**src/logic/exec_pkg.sv**
```systemverilog
package exec_pkg;
	localparam int INSTR_W = 14;
	localparam int ADDR_W  = 7;
	localparam int DATA_W  = 8;
	localparam int PC_W    = 13;
	// Opcode of move accumulator to file: 00 0000 1fff ffff.
	localparam logic [6:0] MOVE_ACC_OP    = 7'h01;
	localparam logic [13:0] NOP_MASK      = 14'h3F9F;
	localparam logic [13:0] NOP_CODE      = 14'h0000;
	localparam logic [13:0] LOAD_CFG_CODE = 14'h0062;
	localparam logic [13:0] IRQ_RET_CODE  = 14'h0009;
	localparam int GLOBAL_EN_BIT          = 7;
	// File address at which the prescaler configuration register is seen.
	localparam logic [6:0] CFG_ADDR       = 7'h01;
	localparam logic [7:0] CFG_RESET      = 8'hFF;
	typedef enum logic [1:0] {PH_Q1, PH_Q2, PH_Q3, PH_Q4} phase_e;
endpackage : exec_pkg

```
**src/logic/cfg_reg.sv**
```systemverilog
`timescale 1ns/1ps
module cfg_reg
	import exec_pkg::*;
(
	input  wire logic              clock_in,
	input  wire logic              rst_in,
	input  wire logic              write_in,
	input  wire logic [DATA_W-1:0] data_in,
	output logic      [DATA_W-1:0] value_out
);
	logic [DATA_W-1:0] value;
	logic [DATA_W-1:0] next_value;

	always_comb begin
		next_value = write_in ? data_in : value;
	end

	always_ff @(posedge clock_in) begin
		if (rst_in) begin
			value <= CFG_RESET;
		end else begin
			value <= next_value;
		end
	end

	assign value_out = value;
endmodule : cfg_reg

```
**src/logic/misc_instr_exec_subset.sv**
```systemverilog
// Contract
// - No-op, don't-care bits included, changes nothing but PC; one cycle.
// - Load-config copies accumulator into prescaler config, flags kept.
// - Prescaler config is readable and writable by file addressing.
// - Interrupt return pops stack into PC in Q4 of first cycle.
// - Interrupt return sets global enable, control bit 7, in Q3.
// - Interrupt return takes two cycles; second cycle does nothing.
// - No-op decodes in Q1 and only advances PC, in Q4.
`timescale 1ns/1ps
module misc_instr_exec_subset
	import exec_pkg::*;
(
	input  wire logic               clock_in,
	input  wire logic               rst_in,
	input  wire logic [INSTR_W-1:0] instr_in,
	input  wire logic [DATA_W-1:0]  acc_in,
	input  wire logic [PC_W-1:0]    stack_top_in,
	input  wire logic [DATA_W-1:0]  file_wr_data_in,
	input  wire logic [ADDR_W-1:0]  file_wr_addr_in,
	input  wire logic               file_wr_in,
	input  wire logic [ADDR_W-1:0]  file_rd_addr_in,
	output logic [1:0]              phase_out,
	output logic                    file_we_out,
	output logic [ADDR_W-1:0]       file_addr_out,
	output logic [DATA_W-1:0]       file_wdata_out,
	output logic [DATA_W-1:0]       cfg_out,
	output logic [DATA_W-1:0]       cfg_rdata_out,
	output logic                    cfg_hit_out,
	output logic                    stack_pop_out,
	output logic                    pc_load_out,
	output logic [PC_W-1:0]         pc_value_out,
	output logic                    pc_advance_out,
	output logic                    global_en_set_out,
	output logic                    busy_out
);

	// ****************************************
	// Phase and decode state
	// ****************************************
	phase_e             phase;
	phase_e             next_phase;
	logic               second;
	logic               next_second;
	logic [INSTR_W-1:0] ir;
	logic [INSTR_W-1:0] next_ir;
	logic [DATA_W-1:0]  latch;
	logic [DATA_W-1:0]  next_latch;
	logic [PC_W-1:0]    target;
	logic [PC_W-1:0]    next_target;
	logic               is_move;
	logic               is_nop;
	logic               is_cfg;
	logic               is_ret;

	assign is_move = ir[INSTR_W-1:ADDR_W] == MOVE_ACC_OP;
	assign is_nop  = (ir & NOP_MASK) == NOP_CODE;
	assign is_cfg  = ir == LOAD_CFG_CODE;
	assign is_ret  = ir == IRQ_RET_CODE;

	always_comb begin
		next_phase  = phase;
		next_second = second;
		next_ir     = ir;
		next_latch  = latch;
		next_target = target;
		unique case (phase)
			PH_Q1: begin
				next_phase = PH_Q2;
				if (!second) begin
					next_ir = instr_in;
				end
			end
			PH_Q2: begin
				next_phase = PH_Q3;
				if (!second) begin
					next_latch = acc_in;
				end
			end
			PH_Q3: begin
				next_phase = PH_Q4;
				if (!second) begin
					next_target = stack_top_in;
				end
			end
			PH_Q4: begin
				next_phase  = PH_Q1;
				next_second = !second && is_ret;
			end
		endcase
	end

	always_ff @(posedge clock_in) begin
		if (rst_in) begin
			phase  <= PH_Q1;
			second <= 1'b0;
			ir     <= NOP_CODE;
			latch  <= '0;
			target <= '0;
		end else begin
			phase  <= next_phase;
			second <= next_second;
			ir     <= next_ir;
			latch  <= next_latch;
			target <= next_target;
		end
	end

	// ****************************************
	// Execute actions
	// ****************************************
	logic act;
	logic cfg_load;
	logic cfg_file_wr;

	assign act = !second && phase == PH_Q4;
	assign file_we_out    = act && is_move;
	assign file_addr_out  = ir[ADDR_W-1:0];
	assign file_wdata_out = latch;
	assign cfg_file_wr    = file_wr_in && file_wr_addr_in == CFG_ADDR;
	assign cfg_load       = (act && (is_cfg || (is_move &&
		ir[ADDR_W-1:0] == CFG_ADDR))) || cfg_file_wr;
	assign stack_pop_out  = act && is_ret;
	assign pc_load_out    = act && is_ret;
	assign pc_value_out   = target;
	assign global_en_set_out = !second && phase == PH_Q3 && is_ret;
	assign pc_advance_out = act && !is_ret;
	assign busy_out       = second;
	assign phase_out      = phase;
	assign cfg_hit_out    = file_rd_addr_in == CFG_ADDR;
	assign cfg_rdata_out  = cfg_out;

	cfg_reg u_cfg (
		.clock_in  (clock_in),
		.rst_in    (rst_in),
		.write_in  (cfg_load),
		.data_in   (cfg_file_wr ? file_wr_data_in : latch),
		.value_out (cfg_out)
	);
endmodule : misc_instr_exec_subset

```
**config.mk**
```make
export PLATFORM = sky130hd
export DESIGN_NAME = misc_instr_exec_subset
export DESIGN_NICKNAME = d
export VERILOG_FILES = /design/src/logic/exec_pkg.sv /design/src/logic/cfg_reg.sv /design/src/logic/misc_instr_exec_subset.sv
export SDC_FILE = /design/constraint.sdc
export NUM_CORES = 1
export LEC_CHECK = 0
export BUFFER_PORTS_ARGS = -buffer_cell sky130_fd_sc_hd__buf_2
export CAP_MARGIN = 20
export CORE_MARGIN = 1
export CORE_UTILIZATION = 42
export CTS_BUF_LIST = sky130_fd_sc_hd__clkbuf_8
export CTS_CLUSTER_DIAMETER = 30
export DETAILED_ROUTE_END_ITERATION = 6
export PLACE_DENSITY_LB_ADDON = 0.2
export SLEW_MARGIN = 20
export SYNTH_ARGS = -nofsm -noshare
export SYNTH_HDL_FRONTEND = slang
export SYNTH_SLANG_ARGS = --single-unit
export TNS_END_PERCENT = 1
```
**constraint.sdc**
```tcl
create_clock -name clock_in -period 1.6 [get_ports clock_in]
set_input_delay 0.16 -clock clock_in [delete_from_list [all_inputs] [get_ports clock_in]]
set_output_delay 0.16 -clock clock_in [all_outputs]
set_load 0.005 [all_outputs]
```
## Word level (Yosys, flattened, before mapping)

Index checks and enable logic that the tools add are counted.

- Equality and inequality tests: 9
- Mux-type cells: 2
- Bitwise gates (word level): 1
- Reduce and logical (&&, ||, !) cells: 18

Operators by type and width:

| cell | count |
|---|---|
| $eq 7x1->1 const B | 4 |
| $eq 14x4->1 const B | 1 |
| $eq 14x7->1 const B | 1 |
| $logic_and 1x1->1 | 10 |
| $mux 8 | 1 |
| $pmux 2 s4 | 1 |
| $reduce_and 2->1 | 3 |
| $eq 2x2->1 const B | 2 |
| $eq 2x1->1 const B | 1 |
| $logic_not 1->1 | 2 |
| $logic_not 2->1 | 1 |
| $logic_or 1x1->1 | 2 |
| $not 1->1 | 1 |

- Bits in registers: 46
- Input bits: 60
- Output and inout bits: 53
- Logic and storage cells: 36

## Longest topological paths before layout

Gate-level depths: netlist of run 1.

- Word-level depth: 5
- Depth in mapped cells: 6
- Depth with buffers taken out: 5

## By module

A second synthesis of run 1 with hierarchy kept.

- Cell total of the unflattened synthesis: 233
- Area total of the unflattened synthesis: 2115.8 µm²

By module, submodules not included:

| module | times used | cells each | area each (µm²) | sequential area each (µm²) |
|---|---|---|---|---|
| misc_instr_exec_subset | 1 | 207 | 1813.0 | 760.7 |
| cfg_reg | 1 | 26 | 302.8 | 160.2 |

## Worst setup path after synthesis of run 1

OpenSTA, ideal clock, no wires.

- Path type: register to register
- From: register phase[0], in the netlist phase_out[0]
- To: register u_cfg.value[5], in the netlist u_cfg.value_out[5]
- Setup time: 0.126 ns
- Arrival time: 1.477 ns
- Required time: 1.474 ns
- Setup slack: -0.004 ns
- Cell stages (with the launch flop): 7
- Path buffers: 1
- Period minus slack after synthesis: 1.604 ns
- Cells stage by stage: dfxtp_1 ha_1 nor4b_4 nand3_2 o311a_1 buf_6 mux2i_1

- Cells in the longest elaborated chain, start to end: 4

Ends and longest elaborated chain:

| what | line | text |
|---|---|---|
| from (decl) | misc_instr_exec_subset.sv:40 | `phase_e phase;` |
| from (signal assigned) | misc_instr_exec_subset.sv:100 | `phase <= next_phase;` |
| $eq 2x2->1 | misc_instr_exec_subset.sv:115 | `assign act = !second && phase == PH_Q4;` |
| $logic_and 1x1->1 | misc_instr_exec_subset.sv:115 |  |
| $logic_and 1x1->1 | misc_instr_exec_subset.sv:120 | `assign cfg_load = (act && (is_cfg \|\| (is_move &&` |
| $logic_or 1x1->1 | misc_instr_exec_subset.sv:121 | `ir[ADDR_W-1:0] == CFG_ADDR))) \|\| cfg_file_wr;` |
| to (signal assigned) | cfg_reg.sv:22 | `value <= next_value;` |
| to (decl) | cfg_reg.sv:11 | `logic [DATA_W-1:0] value;` |

Every way passes these cells.
A chain may end at the register's enable or synchronous reset.

## Worst setup path after layout of run 1

- From: register ir[7]
- To: output port stack_pop_out

- Cells in the longest elaborated chain, start to end: 2

Ends and longest elaborated chain:

| what | line | text |
|---|---|---|
| from (decl) | misc_instr_exec_subset.sv:44 | `logic [INSTR_W-1:0] ir;` |
| from (signal assigned) | misc_instr_exec_subset.sv:102 | `ir <= next_ir;` |
| $eq 14x4->1 | misc_instr_exec_subset.sv:58 | `assign is_ret = ir == IRQ_RET_CODE;` |
| $logic_and 1x1->1 | misc_instr_exec_subset.sv:122 | `assign stack_pop_out = act && is_ret;` |
| to (decl) | misc_instr_exec_subset.sv:29 | `output logic stack_pop_out,` |

Every way passes these cells.

==> impl_results.md, run 1 <==
- Final #Nets: between 400 and 500
- Vias: 1966
- H-tree depth: 2
- Initial core utilization: between 40 and 50%
- Final antenna-violating net count: 0
- Non-Filler Instances: between 400 and 500
- Final clock skew: 9.21 ps
- P&R area growth vs syn: 35.2%
- R2r startpoint: ir[10]$_SDFFE_PP0P_
- Simple-gate share of the synthesized area: between 20% and 30%
- DRT iter0 DRCs: 86
- Most common cell after layout, fill and taps aside: buf_2
- CTS tree: yes
- RSZ-0062 raised after global routing: yes
- Leak: 1.40 nW
- Die X: 73.1 µm
- Max Cap Violations: 0
- Post-route cell area: around 0.0029 mm²
- DP Wirelength: approximately 3800 µm
- Pwr Density: 1130 mW/mm²
- Most frequent cells in the layout: buf_2, nand2_1, dfxtp_1
- Total CTS buffers: 5
- First-pass GRT wire length: slightly below 8000 µm
- VDD IR-drop max: around 0.64 mV
- Ys Warns: 0
- Proportion of synthesized area in mux cells: under 10%
- Post-route minimum period: 1880 ps
- Dpl cell area: 0.00272 mm²
- Post-synthesis sequential area ratio: 43.4%
- Post-Synthesis Cells: between 200 and 250
- Clk Latency, worst-skew pair: ~300 ps
- Diode count: 0
- WP data arrival: 1720 ps
- Die H: around 73 µm
- Crit path largest cell delay: 540 ps
- Final core occ: 59.9%
- Hold/Removal Path Class: in2reg
- Total global-route track usage: between 10% and 20%
- Largest net degree at the start of global routing: 25
- Port Buffers: between 100 and 150
- Crit-path slowest cell: or4_4
- Rel. slew slack: between 70% and 80%
- Max Fclk: between 500 and 600 MHz
- DRT Pass-1 Iters: 4
- Final Hold Viols: 0
- Final routed DRC violation total: 0
- Fin. max-slew vios: 0
- Yosys reg bits: 46
- Worst Max-Slew Pin Slew: between 400 and 500 ps
- Setup violations, final: 12
- Final wirelength: 4930 µm
- Clock root buffer: clkbuf_8
- Global placement routability congestion: around 0.77
- Die area: approximately 0.0053 mm²
- Initial antenna violation count: 0
- Adder-Cell Fraction of Synth Area: between 2 and 2.5%
- Final setup margin: -275 ps
- Layout fillers: ~470
- Placed cells: ~410
- CP Capture Type: output port
- Critical path type: reg2out
- Layout cell share with drive strength beyond 1: between 40% and 50%
- Site Rows: 25
- Start point of the critical path: ir[7]$_SDFFE_PP0P_
- Status: finished, violations left
- Avg Inst Size Synth: about 8.6 µm²
- Largest family of logic cells by synthesized area: simple AND/OR/NAND/NOR gates
- Grt total ovfl: 0
- CORE AREA: approximately 0.0048 mm²
- CTS Hold Buffers Added: 0
- Violated checks: setup timing
- Worst Hold Slack: between 80 and 90 ps
- Synth Area in Compound Gates: a little over an eighth
- Worst setup SP type: register
- I/O pin count: ~110
- Worst slack at placement: -115 ps
- Synth unique cells: 32
- Hold Startpoint: instr_in[10]
- XOR/XNOR share of the synthesized area: 0%
- Maximum clock path buffer count: 2
- Crit path cell chain: or3b_4 -> or4_4 -> inv_2 -> buf_2
- Period Utilization, post-route: 117%
- Clock transition at path regs: roughly 90 ps
- Delay-heaviest family, CP: simple AND/OR/NAND/NOR gates
- Storage cell area: ~930 µm²
- Syn_nets: slightly above 300
- Vias per cell: around 4.6
- WP buf/inv: 2
- Drt wl/cell: around 12 µm
- Multi-input combinational cell area: slightly above 0.001 mm²
- Vias in the first global route: between 1500 and 2000
- Sink Count: 46
- Req. time, crit path: 1440 ps
- Synthesized area: 0.00212 mm²
- CP max FO: 2
Yosys cell counts, drive strengths merged:
| cell | instances | area, µm² |
|---|---|---|
| clkbuf | 10 | 37.5 |
| nand3 | 1 | 10.0 |
| mux2i | 16 | 160 |
| ha | 4 | 50.1 |
| nor4b | 4 | 62.6 |
| nor2 | 21 | 78.8 |
| nand2 | 57 | 214 |
| o311a | 1 | 10.0 |
| or4 | 1 | 7.51 |
| dfxtp | 46 | 921 |
| and3 | 1 | 6.26 |
| nand2b | 3 | 18.8 |
| nor2b | 3 | 18.8 |
| or3b | 1 | 8.76 |
| a311oi | 8 | 70.1 |
| buf | 20 | 146 |
| or3 | 1 | 6.26 |
| or2b | 1 | 7.51 |
| nor4 | 3 | 33.8 |
| a21boi | 8 | 60.1 |
| inv | 4 | 15.0 |
| a21oi | 28 | 140 |
| or2 | 1 | 6.26 |
| and2b | 2 | 15.0 |
| nand4 | 1 | 6.26 |
| nor4bb | 1 | 10.0 |
routing by layer:
metal | wire [µm] | part of all wire (%) | track usage, % | up-vias
li1 | - | - | - | 1033
met1 | 2190 | 44 | 23.2 | 862
met2 | 2320 | 47 | 32.3 | 66
met3 | 352 | 7.1 | 6.08 | 5
met4 | 67 | 1.4 | 7.41 | 0
met5 | 0 | 0 | 0 | -
area by class of cell:
type                       count  area share (%)
timing repair buffer         132            24.8
clock inverter                 2           0.306
inverter                       4           0.524
tap                           67            2.92
clock buffer                   6            2.88
multi-input combinational    167            36.1
sequential                    46            32.5
sequential cells by signal, summed over array words and instances, names as in the netlist:
| name | count |
|---|---|
| pc_value_out | 13 |
| phase_out | 2 |
| busy_out | 1 |
| ir | 14 |
| file_wdata_out | 8 |
| u_cfg.value_out | 8 |
repair_timing:
action	in CTS	in global routing
pin swaps	6	2
endpoints found under the setup margin	12	14
buffers inserted	2	0
resized for setup	10	5
worst paths after layout:
| path | endpoint | slack, ps | cells past startpoint |
|---|---|---|---|
| hold / removal | ir[10]$_SDFFE_PP0P_ | 90 | 3 |
| hold reg to reg | pc_value_out[3]$_SDFFE_PP0N_ | 450 | 2 |
| setup reg to reg | u_cfg.value_out[4]$_SDFFE_PP1P_ | -90 | 5 |
| setup / recovery | stack_pop_out | -280 | 4 |
worst reg2reg max path, cell delays in order (launching register included):
cell     delay [ps]
dfxtp_2         340
nor4_4          300
buf_4           170
nand3_2          80
o311a_2         520
mux2i_1         160
report_power, final:
group / switching [W] / internal (W)
Combinational: 0.000527 / 0.000539
Sequential: 0.000126 / 0.00132
Clock: 0.000376 / 0.000343
Total: 0.00103 / 0.00220
stage by stage:
step | setup TNS, ps | total power [W]
after global routing | -2490 | 0.00346
after CTS | -1670 | 0.00325
after detailed placement | -914 | 0.00249
after global placement | -457 | 0.00247
after floorplan | 0 | 0.00208
final | -1560 | 0.00323
cell families after synthesis:
group,count (synthesis)
AOI/OAI and AO/OA,45
adders and majority gates,4
buffers and inverters,34
DFF,46
muxes,16
and+or+nand+nor,102
No activity file was read; power rests on OpenSTA's default activity.
==> inputs of run 2 (changes only) <==
--- a/config.mk
+++ b/config.mk
@@ -12,6 +12,7 @@
 export CTS_BUF_LIST = sky130_fd_sc_hd__clkbuf_8
 export CTS_CLUSTER_DIAMETER = 30
 export DETAILED_ROUTE_END_ITERATION = 6
+export GPL_TIMING_DRIVEN = 0
 export PLACE_DENSITY_LB_ADDON = 0.2
 export SLEW_MARGIN = 20
 export SYNTH_ARGS = -nofsm -noshare
==> impl_results.md, run 2 (synthesized netlist as in run 1, its figures left out) <==
- Status: finished, violations left
- Violated checks: setup timing
- Drt wl/cell: between 10 and 15 µm
- Total global-route track usage: between 20 and 25%
- Register with the most flip-flops: ir
- Worst Max-Slew Pin Slew: roughly 530 ps
- WP data arrival: about 1800 ps
- Final clock skew: between 7 and 8 ps
- DRT Pass-1 Iters: 4
- CTS tree: yes
- WHS Path Cells: 3
- Critical path type: reg2out
- Max Fclk: approximately 500 MHz
- RSZ-0062 raised after global routing: yes
- Grt total ovfl: 0
- Diode count: 0
- Placed cells: 425
- Fin. max-slew vios: 0
- Sink Count: 46
- Vias per cell: about 4.7
- Final core occ: 61.9%
- Worst setup SP type: register
- Reg2Reg Depth: 6
- Die X: about 73 µm
- CP max FO: 2
- Final antenna-violating net count: 0
- Pwr Density: 1130 mW/mm²
- Period Utilization, post-route: 123%
- P&R area growth vs syn: 39.6%
- First-pass GRT wire length: 8140 µm
- Total CTS buffers: 5
- Post-route cell area: 0.00296 mm²
- CTS Hold Buffers Added: 0
- Maximum clock path buffer count: 2
- Largest net degree at the start of global routing: 14
- Final Hold Viols: 0
- Post-route minimum period: ~2000 ps
- H-tree depth: 2
- DRT iter0 DRCs: 52
- Clk Latency, worst-skew pair: 300 ps
- I/O pin count: approximately 110
- Most frequent cells in the layout: buf_2, nand2_1, dfxtp_1
- Initial antenna violation count: 0
- Final #Nets: approximately 430
- Die area: around 0.0053 mm²
- Final wirelength: approximately 5200 µm
- Global placement routability congestion: 0.805
- VDD IR-drop max: about 0.60 mV
- CORE AREA: around 0.0048 mm²
- Final setup margin: -365 ps
- Vias in the first global route: between 1500 and 2000
- Max Cap Violations: 0
- Initial core utilization: 44.3%
- Layout cell share with drive strength beyond 1: about 45%
- Clock root buffer: clkbuf_8
- Non-Filler Instances: between 400 and 500
- Leak: 1.44 nW
- Rel. slew slack: about two thirds
- Port Buffers: approximately 110
- Site Rows: 25
- Dpl cell area: ~0.0028 mm²
- Die H: approximately 73 µm
- Max FFs per register: 14
- Clock transition at path regs: around 90 ps
- Setup violations, final: 4
- DP Wirelength: approximately 4000 µm
- CP Capture Type: output port
- Worst slack at placement: -184 ps
- Most common cell after layout, fill and taps aside: buf_2
- Hold/Removal Path Class: in2reg
- Req. time, crit path: between 1000 and 1500 ps
- Vias: slightly above 2000
- Final routed DRC violation total: 0
## run 2: cell types whose count changed in the layout (fill, tap and decap cells not counted), sizes merged
cell	change
buf	+3
inv	+1
clkbuf	+9
clkinv	-1
bufinv	+1
## run 2: layer usage
layer / part of all wire, % / up-vias / GRT usage (%) / routed length [µm]
met1: 45 / 892 / 24.8 / 2330
met4: 1.5 / 0 / 7.63 / 80
met5: 0 / - / 0 / 0
met3: 6.7 / 7 / 5.94 / 348
met2: 47 / 77 / 32.7 / 2460
li1: - / 1062 / - / -
## run 2: what timing repair did
| item | 4_1_cts | 5_1_grt |
|---|---|---|
| pin swaps | 6 | 3 |
| gates resized for setup | 16 | 8 |
| setup endpoints to repair | 22 | 30 |
| setup buffers | 3 | 1 |
## run 2: critical path: stages (launching register included)
cell     delay, ps
dfxtp_2        350
or3b_4         380
or4_4          540
inv_2           80
buf_6           90
buf_6           80
## run 2: metrics by stage
| stage | TNS (ps) | hold WS [ps] | power (W) |
|---|---|---|---|
| after detailed placement | -1790 | 402 | 0.00244 |
| after CTS | -1340 | 75.6 | 0.00334 |
| after global routing | -1810 | 82.5 | 0.00356 |
| final | -1270 | 83.3 | 0.00334 |
| after floorplan | 0 | 296 | 0.00208 |
| after global placement | -1290 | 395 | 0.00242 |
## run 2: final timing paths
kind                                               startpoint  slack (ps)                              end
worst max-delay path                       ir[3]$_SDFFE_PP0P_        -370                    stack_pop_out
worst min-delay path                              instr_in[2]          80               ir[2]$_SDFFE_PP0P_
worst max register to register        phase_out[0]$_SDFF_PP0_          10  u_cfg.value_out[2]$_SDFFE_PP1P_
worst min register to register  pc_value_out[12]$_SDFFE_PP0N_         450    pc_value_out[12]$_SDFFE_PP0N_
## run 2: where the power goes
| group | internal [W] | leakage (nW) | switching (W) |
|---|---|---|---|
| logic | 0.000518 | 1.00 | 0.000516 |
| clock network | 0.000455 | 0.0607 | 0.000382 |
| registers | 0.00133 | 0.380 | 0.000145 |
## run 2: final cells by class
type	instances	area, µm²
Buffer	30	194
Clock buffer	5	68.8
Clock inverter	3	37.5
Fill cell	469	1830
Inverter	4	15.0
Multi-Input combinational cell	167	1030
Sequential cell	46	936
Tap cell	67	83.8
Timing Repair Buffer	115	592
